--- src/logic/twm_map.vh ---
// register offsets, field positions, reset values and constants of the timing/watchdog unit
`ifndef TIMING_WATCHDOG_MAP_VH
`define TIMING_WATCHDOG_MAP_VH

// ------------------------------------------------------------
// register offsets
// ------------------------------------------------------------
`define OFS_CONFIG_LOCK      3'h0
`define OFS_TICK_PRESCALER   3'h1
`define OFS_TIMER_RELOAD     3'h2
`define OFS_TIMER_CTRL       3'h3
`define OFS_WATCHDOG_COUNT   3'h4
`define OFS_SERVICE_MATCH    3'h5

// ------------------------------------------------------------
// config_lock fields
// ------------------------------------------------------------
`define CFG_LOCK_CONFIG      0
`define CFG_LOCK_PRESCALER   1
`define CFG_LOCK_TIMER       2
`define CFG_LOCK_WD_COUNT    3
`define CFG_WD_FROM_TICK     4
`define CFG_MATCH_SERVICE    5
`define CFG_USED_MASK        8'h3F

// ------------------------------------------------------------
// timer_ctrl_status fields
// ------------------------------------------------------------
`define CSR_RESTART          0
`define CSR_COUNT_FLAG       1
`define CSR_IRQ_ENABLE       2

// ------------------------------------------------------------
// reset values and constants
// ------------------------------------------------------------
`define RST_CONFIG_LOCK      8'h00
`define RST_TICK_DIVIDER     3'h0
`define RST_TIMER_RELOAD     16'hFFFF
`define RST_WATCHDOG_COUNT   8'h0F
`define SERVICE_MATCH_BYTE   8'h5C
`define DIV_CODE_MAX         3'h5

`endif

--- src/logic/timing_watchdog_unit.v ---
// timing and watchdog unit: prescaler, reload timer and watchdog with register locks
//
// Added by the designer: the strobed register port and the address map.
`include "twm_map.vh"

// How it works
// - config bits clear at reset, sticky once set
// - locked registers ignore writes, read zero
// - bits 0..3 lock config, prescaler, timer, count
// - bit 4 picks tick or terminal pulse
// - bit 5 picks match-byte or count servicing
// - divider code 0..5 divides by 1..32
// - reload resets FFFF, loads on each underflow
// - restart reloads on next tick, self-clears
// - terminal flag set at zero, read clears
// - irq enable gates timer interrupt
// - count resets 0F; write starts watchdog, restarts it only when match servicing is off
// - match byte reloads last written count
// - wrong match byte raises watchdog error
// - two matches per watchdog clock error
// - match writes ignored when match disabled
// - 8-bit down counter, idle until started
// - any watchdog error resets the device
// - timer counts down per tick, auto-reloads
// - terminal pulse high one tick period
module timing_watchdog_unit (
    input  wire        clk,
    input  wire        rst,
    input  wire        slow_clock,
    input  wire [2:0]  addr,
    input  wire [15:0] wdata,
    input  wire        wr,
    input  wire        rd,
    output reg  [15:0] rdata,
    output reg         timer_irq,
    output reg         watchdog_reset,
    output reg         terminal_pulse,
    output reg         prescaled_tick
);

// ------------------------------------------------------------
// slow clock synchroniser and edge detect
// ------------------------------------------------------------
reg       slow_meta_q;
reg       slow_sync_q;
reg       slow_prev_q;
wire      slow_rise = slow_sync_q & ~slow_prev_q;

always @(posedge clk or posedge rst) begin
    if (rst) begin
        slow_meta_q <= 1'b0;
        slow_sync_q <= 1'b0;
        slow_prev_q <= 1'b0;
    end else begin
        slow_meta_q <= slow_clock;
        slow_sync_q <= slow_meta_q;
        slow_prev_q <= slow_sync_q;
    end
end

// ------------------------------------------------------------
// registers
// ------------------------------------------------------------
reg  [7:0]  config_lock_q;
reg  [2:0]  tick_divider_q;
reg  [15:0] timer_reload_q;
reg         restart_q;
reg         terminal_count_flag_q;
reg         timer_irq_enable_q;
reg  [7:0]  watchdog_count_q;

wire lock_config   = config_lock_q[`CFG_LOCK_CONFIG];
wire lock_prescaler = config_lock_q[`CFG_LOCK_PRESCALER];
wire lock_timer    = config_lock_q[`CFG_LOCK_TIMER];
wire lock_wd_count = config_lock_q[`CFG_LOCK_WD_COUNT];
wire wd_clock_from_tick   = config_lock_q[`CFG_WD_FROM_TICK];
wire match_service_enable = config_lock_q[`CFG_MATCH_SERVICE];

wire wr_config  = wr & (addr == `OFS_CONFIG_LOCK) & ~lock_config;
wire wr_presc   = wr & (addr == `OFS_TICK_PRESCALER) & ~lock_prescaler;
wire wr_reload  = wr & (addr == `OFS_TIMER_RELOAD) & ~lock_timer;
wire wr_ctrl    = wr & (addr == `OFS_TIMER_CTRL) & ~lock_timer;
wire wr_count   = wr & (addr == `OFS_WATCHDOG_COUNT) & ~lock_wd_count;
wire wr_match   = wr & (addr == `OFS_SERVICE_MATCH) & match_service_enable;
wire rd_ctrl    = rd & (addr == `OFS_TIMER_CTRL) & ~lock_timer;

// ------------------------------------------------------------
// prescaler
// ------------------------------------------------------------
reg  [4:0] presc_cnt_q;
reg  [4:0] div_limit;
wire       tick;

always @* begin
    case (tick_divider_q)
        3'h0:    div_limit = 5'h00;
        3'h1:    div_limit = 5'h01;
        3'h2:    div_limit = 5'h03;
        3'h3:    div_limit = 5'h07;
        3'h4:    div_limit = 5'h0F;
        3'h5:    div_limit = 5'h1F;
        default: div_limit = 5'h00;
    endcase
end

assign tick = slow_rise & (presc_cnt_q >= div_limit);

always @(posedge clk or posedge rst) begin
    if (rst) begin
        presc_cnt_q    <= 5'h00;
        prescaled_tick <= 1'b0;
    end else begin
        if (slow_rise) begin
            if (presc_cnt_q >= div_limit) begin
                presc_cnt_q <= 5'h00;
            end else begin
                presc_cnt_q <= presc_cnt_q + 5'h01;
            end
        end
        if (tick) begin
            prescaled_tick <= 1'b1;
        end else if (slow_rise && presc_cnt_q == {1'b0, div_limit[4:1]}) begin
            prescaled_tick <= 1'b0;
        end
    end
end

// ------------------------------------------------------------
// timer
// ------------------------------------------------------------
reg  [15:0] timer_cnt_q;
wire        timer_zero = tick & ~restart_q & (timer_cnt_q == 16'h0001);

always @(posedge clk or posedge rst) begin
    if (rst) begin
        timer_cnt_q    <= `RST_TIMER_RELOAD;
        terminal_pulse <= 1'b0;
        timer_irq      <= 1'b0;
    end else begin
        if (tick) begin
            if (restart_q || timer_cnt_q == 16'h0000) begin
                timer_cnt_q <= timer_reload_q;
            end else begin
                timer_cnt_q <= timer_cnt_q - 16'h0001;
            end
            terminal_pulse <= timer_zero;
        end
        timer_irq <= timer_zero & timer_irq_enable_q;
    end
end

// ------------------------------------------------------------
// register writes
// ------------------------------------------------------------
always @(posedge clk or posedge rst) begin
    if (rst) begin
        config_lock_q         <= `RST_CONFIG_LOCK;
        tick_divider_q        <= `RST_TICK_DIVIDER;
        timer_reload_q        <= `RST_TIMER_RELOAD;
        restart_q             <= 1'b0;
        terminal_count_flag_q <= 1'b0;
        timer_irq_enable_q    <= 1'b0;
        watchdog_count_q      <= `RST_WATCHDOG_COUNT;
    end else begin
        if (wr_config) begin
            config_lock_q <= config_lock_q | (wdata[7:0] & `CFG_USED_MASK);
        end
        if (wr_presc) begin
            tick_divider_q <= wdata[2:0];
        end
        if (wr_reload) begin
            timer_reload_q <= wdata;
        end
        if (wr_ctrl) begin
            timer_irq_enable_q <= wdata[`CSR_IRQ_ENABLE];
        end
        if (wr_ctrl && wdata[`CSR_RESTART]) begin
            restart_q <= 1'b1;
        end else if (tick) begin
            restart_q <= 1'b0;
        end
        if (timer_zero) begin
            terminal_count_flag_q <= 1'b1;
        end else if (rd_ctrl) begin
            terminal_count_flag_q <= 1'b0;
        end
        if (wr_count) begin
            watchdog_count_q <= wdata[7:0];
        end
    end
end

// ------------------------------------------------------------
// watchdog
// ------------------------------------------------------------
reg  [7:0] wd_cnt_q;
reg        wd_run_q;
reg        match_seen_q;
wire       wd_clk_ev = wd_clock_from_tick ? tick : timer_zero;
wire       match_ok  = wr_match & (wdata[7:0] == `SERVICE_MATCH_BYTE);
wire       match_bad = wr_match & (wdata[7:0] != `SERVICE_MATCH_BYTE);
wire       match_dup = match_ok & match_seen_q & ~wd_clk_ev;
wire       wd_expire = wd_run_q & wd_clk_ev & (wd_cnt_q == 8'h01);

always @(posedge clk or posedge rst) begin
    if (rst) begin
        wd_cnt_q       <= `RST_WATCHDOG_COUNT;
        wd_run_q       <= 1'b0;
        match_seen_q   <= 1'b0;
        watchdog_reset <= 1'b0;
    end else begin
        if (wr_count && !match_service_enable) begin
            wd_cnt_q <= wdata[7:0];
            wd_run_q <= 1'b1;
        end else if (wr_count && !wd_run_q) begin
            wd_cnt_q <= wdata[7:0];
            wd_run_q <= 1'b1;
        end else if (match_ok) begin
            wd_cnt_q <= watchdog_count_q;
            wd_run_q <= 1'b1;
        end else if (wd_run_q && wd_clk_ev && wd_cnt_q != 8'h00) begin
            wd_cnt_q <= wd_cnt_q - 8'h01;
        end
        if (match_ok) begin
            match_seen_q <= 1'b1;
        end else if (wd_clk_ev) begin
            match_seen_q <= 1'b0;
        end
        watchdog_reset <= wd_expire | match_bad | match_dup;
    end
end

// ------------------------------------------------------------
// register reads
// ------------------------------------------------------------
always @(posedge clk or posedge rst) begin
    if (rst) begin
        rdata <= 16'h0000;
    end else begin
        rdata <= 16'h0000;
        if (rd) begin
            case (addr)
                `OFS_CONFIG_LOCK: begin
                    if (!lock_config) rdata <= {8'h00, config_lock_q};
                end
                `OFS_TICK_PRESCALER: begin
                    if (!lock_prescaler) rdata <= {13'h0000, tick_divider_q};
                end
                `OFS_TIMER_RELOAD: begin
                    if (!lock_timer) rdata <= timer_reload_q;
                end
                `OFS_TIMER_CTRL: begin
                    if (!lock_timer) rdata <= {13'h0000, timer_irq_enable_q,
                                               terminal_count_flag_q, restart_q};
                end
                default: rdata <= 16'h0000;
            endcase
        end
    end
end

endmodule // timing_watchdog_unit

--- config.mk ---
export PLATFORM = sky130hd
export DESIGN_NAME = timing_watchdog_unit
export DESIGN_NICKNAME = d
export VERILOG_FILES = /design/src/logic/timing_watchdog_unit.v
export VERILOG_INCLUDE_DIRS = /design/src /design/src/logic
export SDC_FILE = /design/constraint.sdc
export NUM_CORES = 1
export LEC_CHECK = 0
export BUFFER_PORTS_ARGS = -buffer_cell sky130_fd_sc_hd__buf_4
export CORE_MARGIN = 2
export CORE_UTILIZATION = 53
export CTS_CLUSTER_SIZE = 16
export DETAILED_ROUTE_END_ITERATION = 10
export PLACE_DENSITY_LB_ADDON = 0.12
export SLEW_MARGIN = 15
export SYNTH_ARGS = -nofsm -noshare
export SYNTH_HDL_FRONTEND = slang
export SYNTH_SLANG_ARGS = --single-unit
--- constraint.sdc ---
create_clock -name clk -period 7.95 [get_ports clk]
set_input_delay 1.59 -clock clk [delete_from_list [all_inputs] [get_ports clk]]
set_output_delay 1.59 -clock clk [all_outputs]
set_load 0.005 [all_outputs]
==> impl_metrics.env <==
export IMPL_status="finished clean"
export IMPL_syn_num_nets=455
export IMPL_cts_sinks=90
export IMPL_cpMaxStageDelayCell="nor4bb_1"
export IMPL_vias=3392
export IMPL_drive_gt1_frac=0.303
export IMPL_synthDistinctLibCells=60
export IMPL_yosysSeqAreaShare=0.499
export IMPL_min_from="slow_meta_q"
export IMPL_areaGrowthSynthToFinish_pct=13.7
export IMPL_grt_pass1_wl_um=17000
export IMPL_worstRegToRegCells=9
export IMPL_drt_iter0_markers=172
export IMPL_die_y_um=97.3
export IMPL_path_clk_slew_ns=0.09
export IMPL_antenna_left=0
export IMPL_place_hpwl_um=6720
export IMPL_hold_violations=0
export IMPL_start_util=0.536
export IMPL_r2r_start="tick_divider_q[2]"
export IMPL_boundaryPins=44
export IMPL_crit_buf_inv=1
export IMPL_postCtsHoldBufs=0
export IMPL_nets=497
export IMPL_io_buffers=43
export IMPL_rsz0062_at_grt="false"
export IMPL_slew_violations=0
export IMPL_yosysWarnings=0
export IMPL_fp_coreArea_um2=8590
export IMPL_p_leak_uw=0.00238
export IMPL_worstSetupPathType="in -> reg"
export IMPL_antenna_found_initial=0
export IMPL_min_to="slow_sync_q"
export IMPL_h_tree_depth=3
export IMPL_netlist_instances=419
export IMPL_dieArea_um2=9460
export IMPL_ir_drop_mv=0.118
export IMPL_setup_viol=0
export IMPL_post_drt_wl_per_cell_um=17.1
export IMPL_critPathMaxStageDelay_ns=0.44
export IMPL_fin_area_um2=5240
export IMPL_min_period_ns=3.09
export IMPL_cp_top_family="simple AND/OR/NAND/NOR gates"
export IMPL_ys_flop_type="dfrtp_1"
export IMPL_syn_avg_cell_area_um2=11.0
export IMPL_cts_tree="built"
export IMPL_drtPass1Iterations=4
export IMPL_wl_um=9840
export IMPL_tns_ns=0
export IMPL_pwr_density_cell_nw_per_um2=310
export IMPL_routabilityCongestion=0.814
export IMPL_syn_area_um2=4610
export IMPL_crit_path_cell_trace="buf_4, nor4bb_1, and4_1, nor2_1, o31a_1, mux2_4"
export IMPL_ff2ff_setup_slack_ns=5.10
export IMPL_fp_row_count=34
export IMPL_rr_endpoint="wd_cnt_q[0]"
export IMPL_worstSetupPathDepth=6
export IMPL_insertion_delay_ns=0.36
export IMPL_die_w_um=97.3
export IMPL_start_kind="primary input"
export IMPL_arrival_ns=3.34
export IMPL_max_freq_mhz=323
export IMPL_critPathMaxFanout=7
export IMPL_cts_setup_buffers=0
export IMPL_grt_ovfl_total=0
export IMPL_finClkSkew_ns=0.0160
export IMPL_whs_path_depth=0
export IMPL_fill_cells=715
export IMPL_root_buffer="clkbuf_8"
export IMPL_cp_required_ns=8.19
export IMPL_final_core_util=0.610
export IMPL_antenna_cells=0
export IMPL_cts_buffer_depth=2
export IMPL_grt_use_total=0.222
export IMPL_min_period_over_period=0.389
export IMPL_avgViaCountPerCell=5.91
export IMPL_hp_class="reg -> reg"
export IMPL_multi_input_area_um2=2190
export IMPL_synth_edf_count=0
export IMPL_maxSlewHeadroom=0.262
export IMPL_cts_made_buffers=9
export IMPL_drc=0
export IMPL_async_flop_share=1.00
export IMPL_cap_violations=0
export IMPL_regArea_um2=2300
export IMPL_dpl_cell_area_um2=5050
export IMPL_grt_start_max_net_pins=69
export IMPL_tightest_slew_ns=1.10
export IMPL_grt_pass1_vias=3384
export IMPL_ys_ff_latch=90
export IMPL_ctsResizeCount=0
export IMPL_cp_end_kind="register"
==> Yosys cell counts, types with 5 or more instances <==
cell,count,area share
dfrtp_1,50,0.27
dfstp_2,40,0.23
nand2_1,34,0.028
mux2_2,26,0.064
a21oi_1,23,0.025
mux2i_1,21,0.046
inv_1,18,0.015
nor2_1,17,0.014
and3_1,14,0.019
clkbuf_1,13,0.011
nand3_1,13,0.014
o21ai_0,13,0.014
ha_1,12,0.033
nor3_1,11,0.012
a21o_1,9,0.015
a2bb2oi_1,9,0.017
and2_1,6,0.0081
nand2b_1,5,0.0068
nor4_1,5,0.0068
o22ai_1,5,0.0068
==> routing by layer <==
layer  wire length [um]  up-vias  track usage
met1               4740     1664        0.316
met4                198        0       0.0897
met5                  0        -            0
met3                452       16       0.0410
li1                   -     1619            -
met2               4450       93        0.338
==> area by class of cell <==
| type | count | area share |
|---|---|---|
| inverters | 18 | 0.0131 |
| repair buffers | 47 | 0.0673 |
| clock buffers | 12 | 0.0258 |
| well taps | 108 | 0.0258 |
| clock inverters | 4 | 0.0100 |
| multi-input cells | 295 | 0.419 |
| flip-flops and latches | 90 | 0.439 |
==> power breakdown <==
| part | switching (uW) | leakage [uW] | internal (uW) |
|---|---|---|---|
| Clock | 162 | 0.0000945 | 147 |
| Sequential | 141 | 0.00105 | 639 |
| Combinational | 276 | 0.00123 | 260 |
| Total | 579 | 0.00238 | 1050 |
==> how the worst max path moves through the flow <==
stage                                      to      from  slack, ns
final                             wd_cnt_q[5]  wdata[0]       4.86
after global routing              wd_cnt_q[4]  wdata[0]       4.73
after CTS                 watchdog_count_q[5]   addr[1]       4.88
after detailed placement          wd_cnt_q[7]   addr[1]       4.49
after global placement    watchdog_count_q[4]   addr[1]       4.54
after floorplan              config_lock_q[0]       rst       4.09
==> cell families (layout without fill, tap and decap cells) <==
| group | after synthesis | count (layout) | share of synthesized area |
|---|---|---|---|
| muxes | 52 | 52 | 0.125 |
| DFF | 90 | 90 | 0.499 |
| adders and majority gates | 12 | 12 | 0.0326 |
| and+or+nand+nor | 137 | 137 | 0.167 |
| buffers and inverters | 34 | 81 | 0.0296 |
| xor gates and xnor gates | 8 | 8 | 0.0152 |
| AOI/OAI and AO/OA | 86 | 86 | 0.131 |
==> worst reg2reg max path, cell delays in order, from the launching register on <==
cell	delay (ns)
dfrtp_1	0.50
nor2b_1	0.33
a21oi_1	0.12
ha_1	0.32
nand2_1	0.05
o21ai_0	0.38
a21oi_2	0.17
buf_4	0.28
or4_1	0.55
nand3_1	0.10
==> registers in the layout (all words and copies together) (netlist names), 3 cells and up <==
register          cells
timer_reload_q       16
config_lock_q         6
tick_divider_q        3
presc_cnt_q           5
wd_cnt_q              8
timer_cnt_q          16
rdata                16
watchdog_count_q      8
==> placed cells by master (no fill, tap or decap), drive strengths merged, types with 3 or more instances in the layout <==
cell type	instances
a2bb2oi	9
xor2	4
nand3	13
a21oi	23
dfstp	40
clkinv	4
o22ai	5
buf	47
nor4b	3
nor4	5
nor3	12
or3	4
or4	3
o21ai	13
o31a	3
dfrtp	50
o31ai	3
mux2i	21
ha	12
nand2b	5
inv	17
clkbuf	12
mux2	31
and3	14
a21o	9
nand4	4
nor4bb	3
a22oi	4
and2	7
a222oi	3
nor2b	4
xnor2	4
nor2	17
nand2	34
==> through the flow <==
step | hold slack [ns] | instances | worst slack (ns) | total power [uW]
3_3_place_gp | 0.332 | 558 | 4.54 | 1300
6_report | 0.359 | 574 | 4.86 | 1630
4_1_cts | 0.362 | 574 | 4.88 | 1630
2_1_floorplan | 0.331 | 419 | 4.09 | 1170
5_1_grt | 0.386 | 574 | 4.73 | 1740
3_5_place_dp | 0.341 | 558 | 4.49 | 1320
Power figures use the tool's default switching activity.
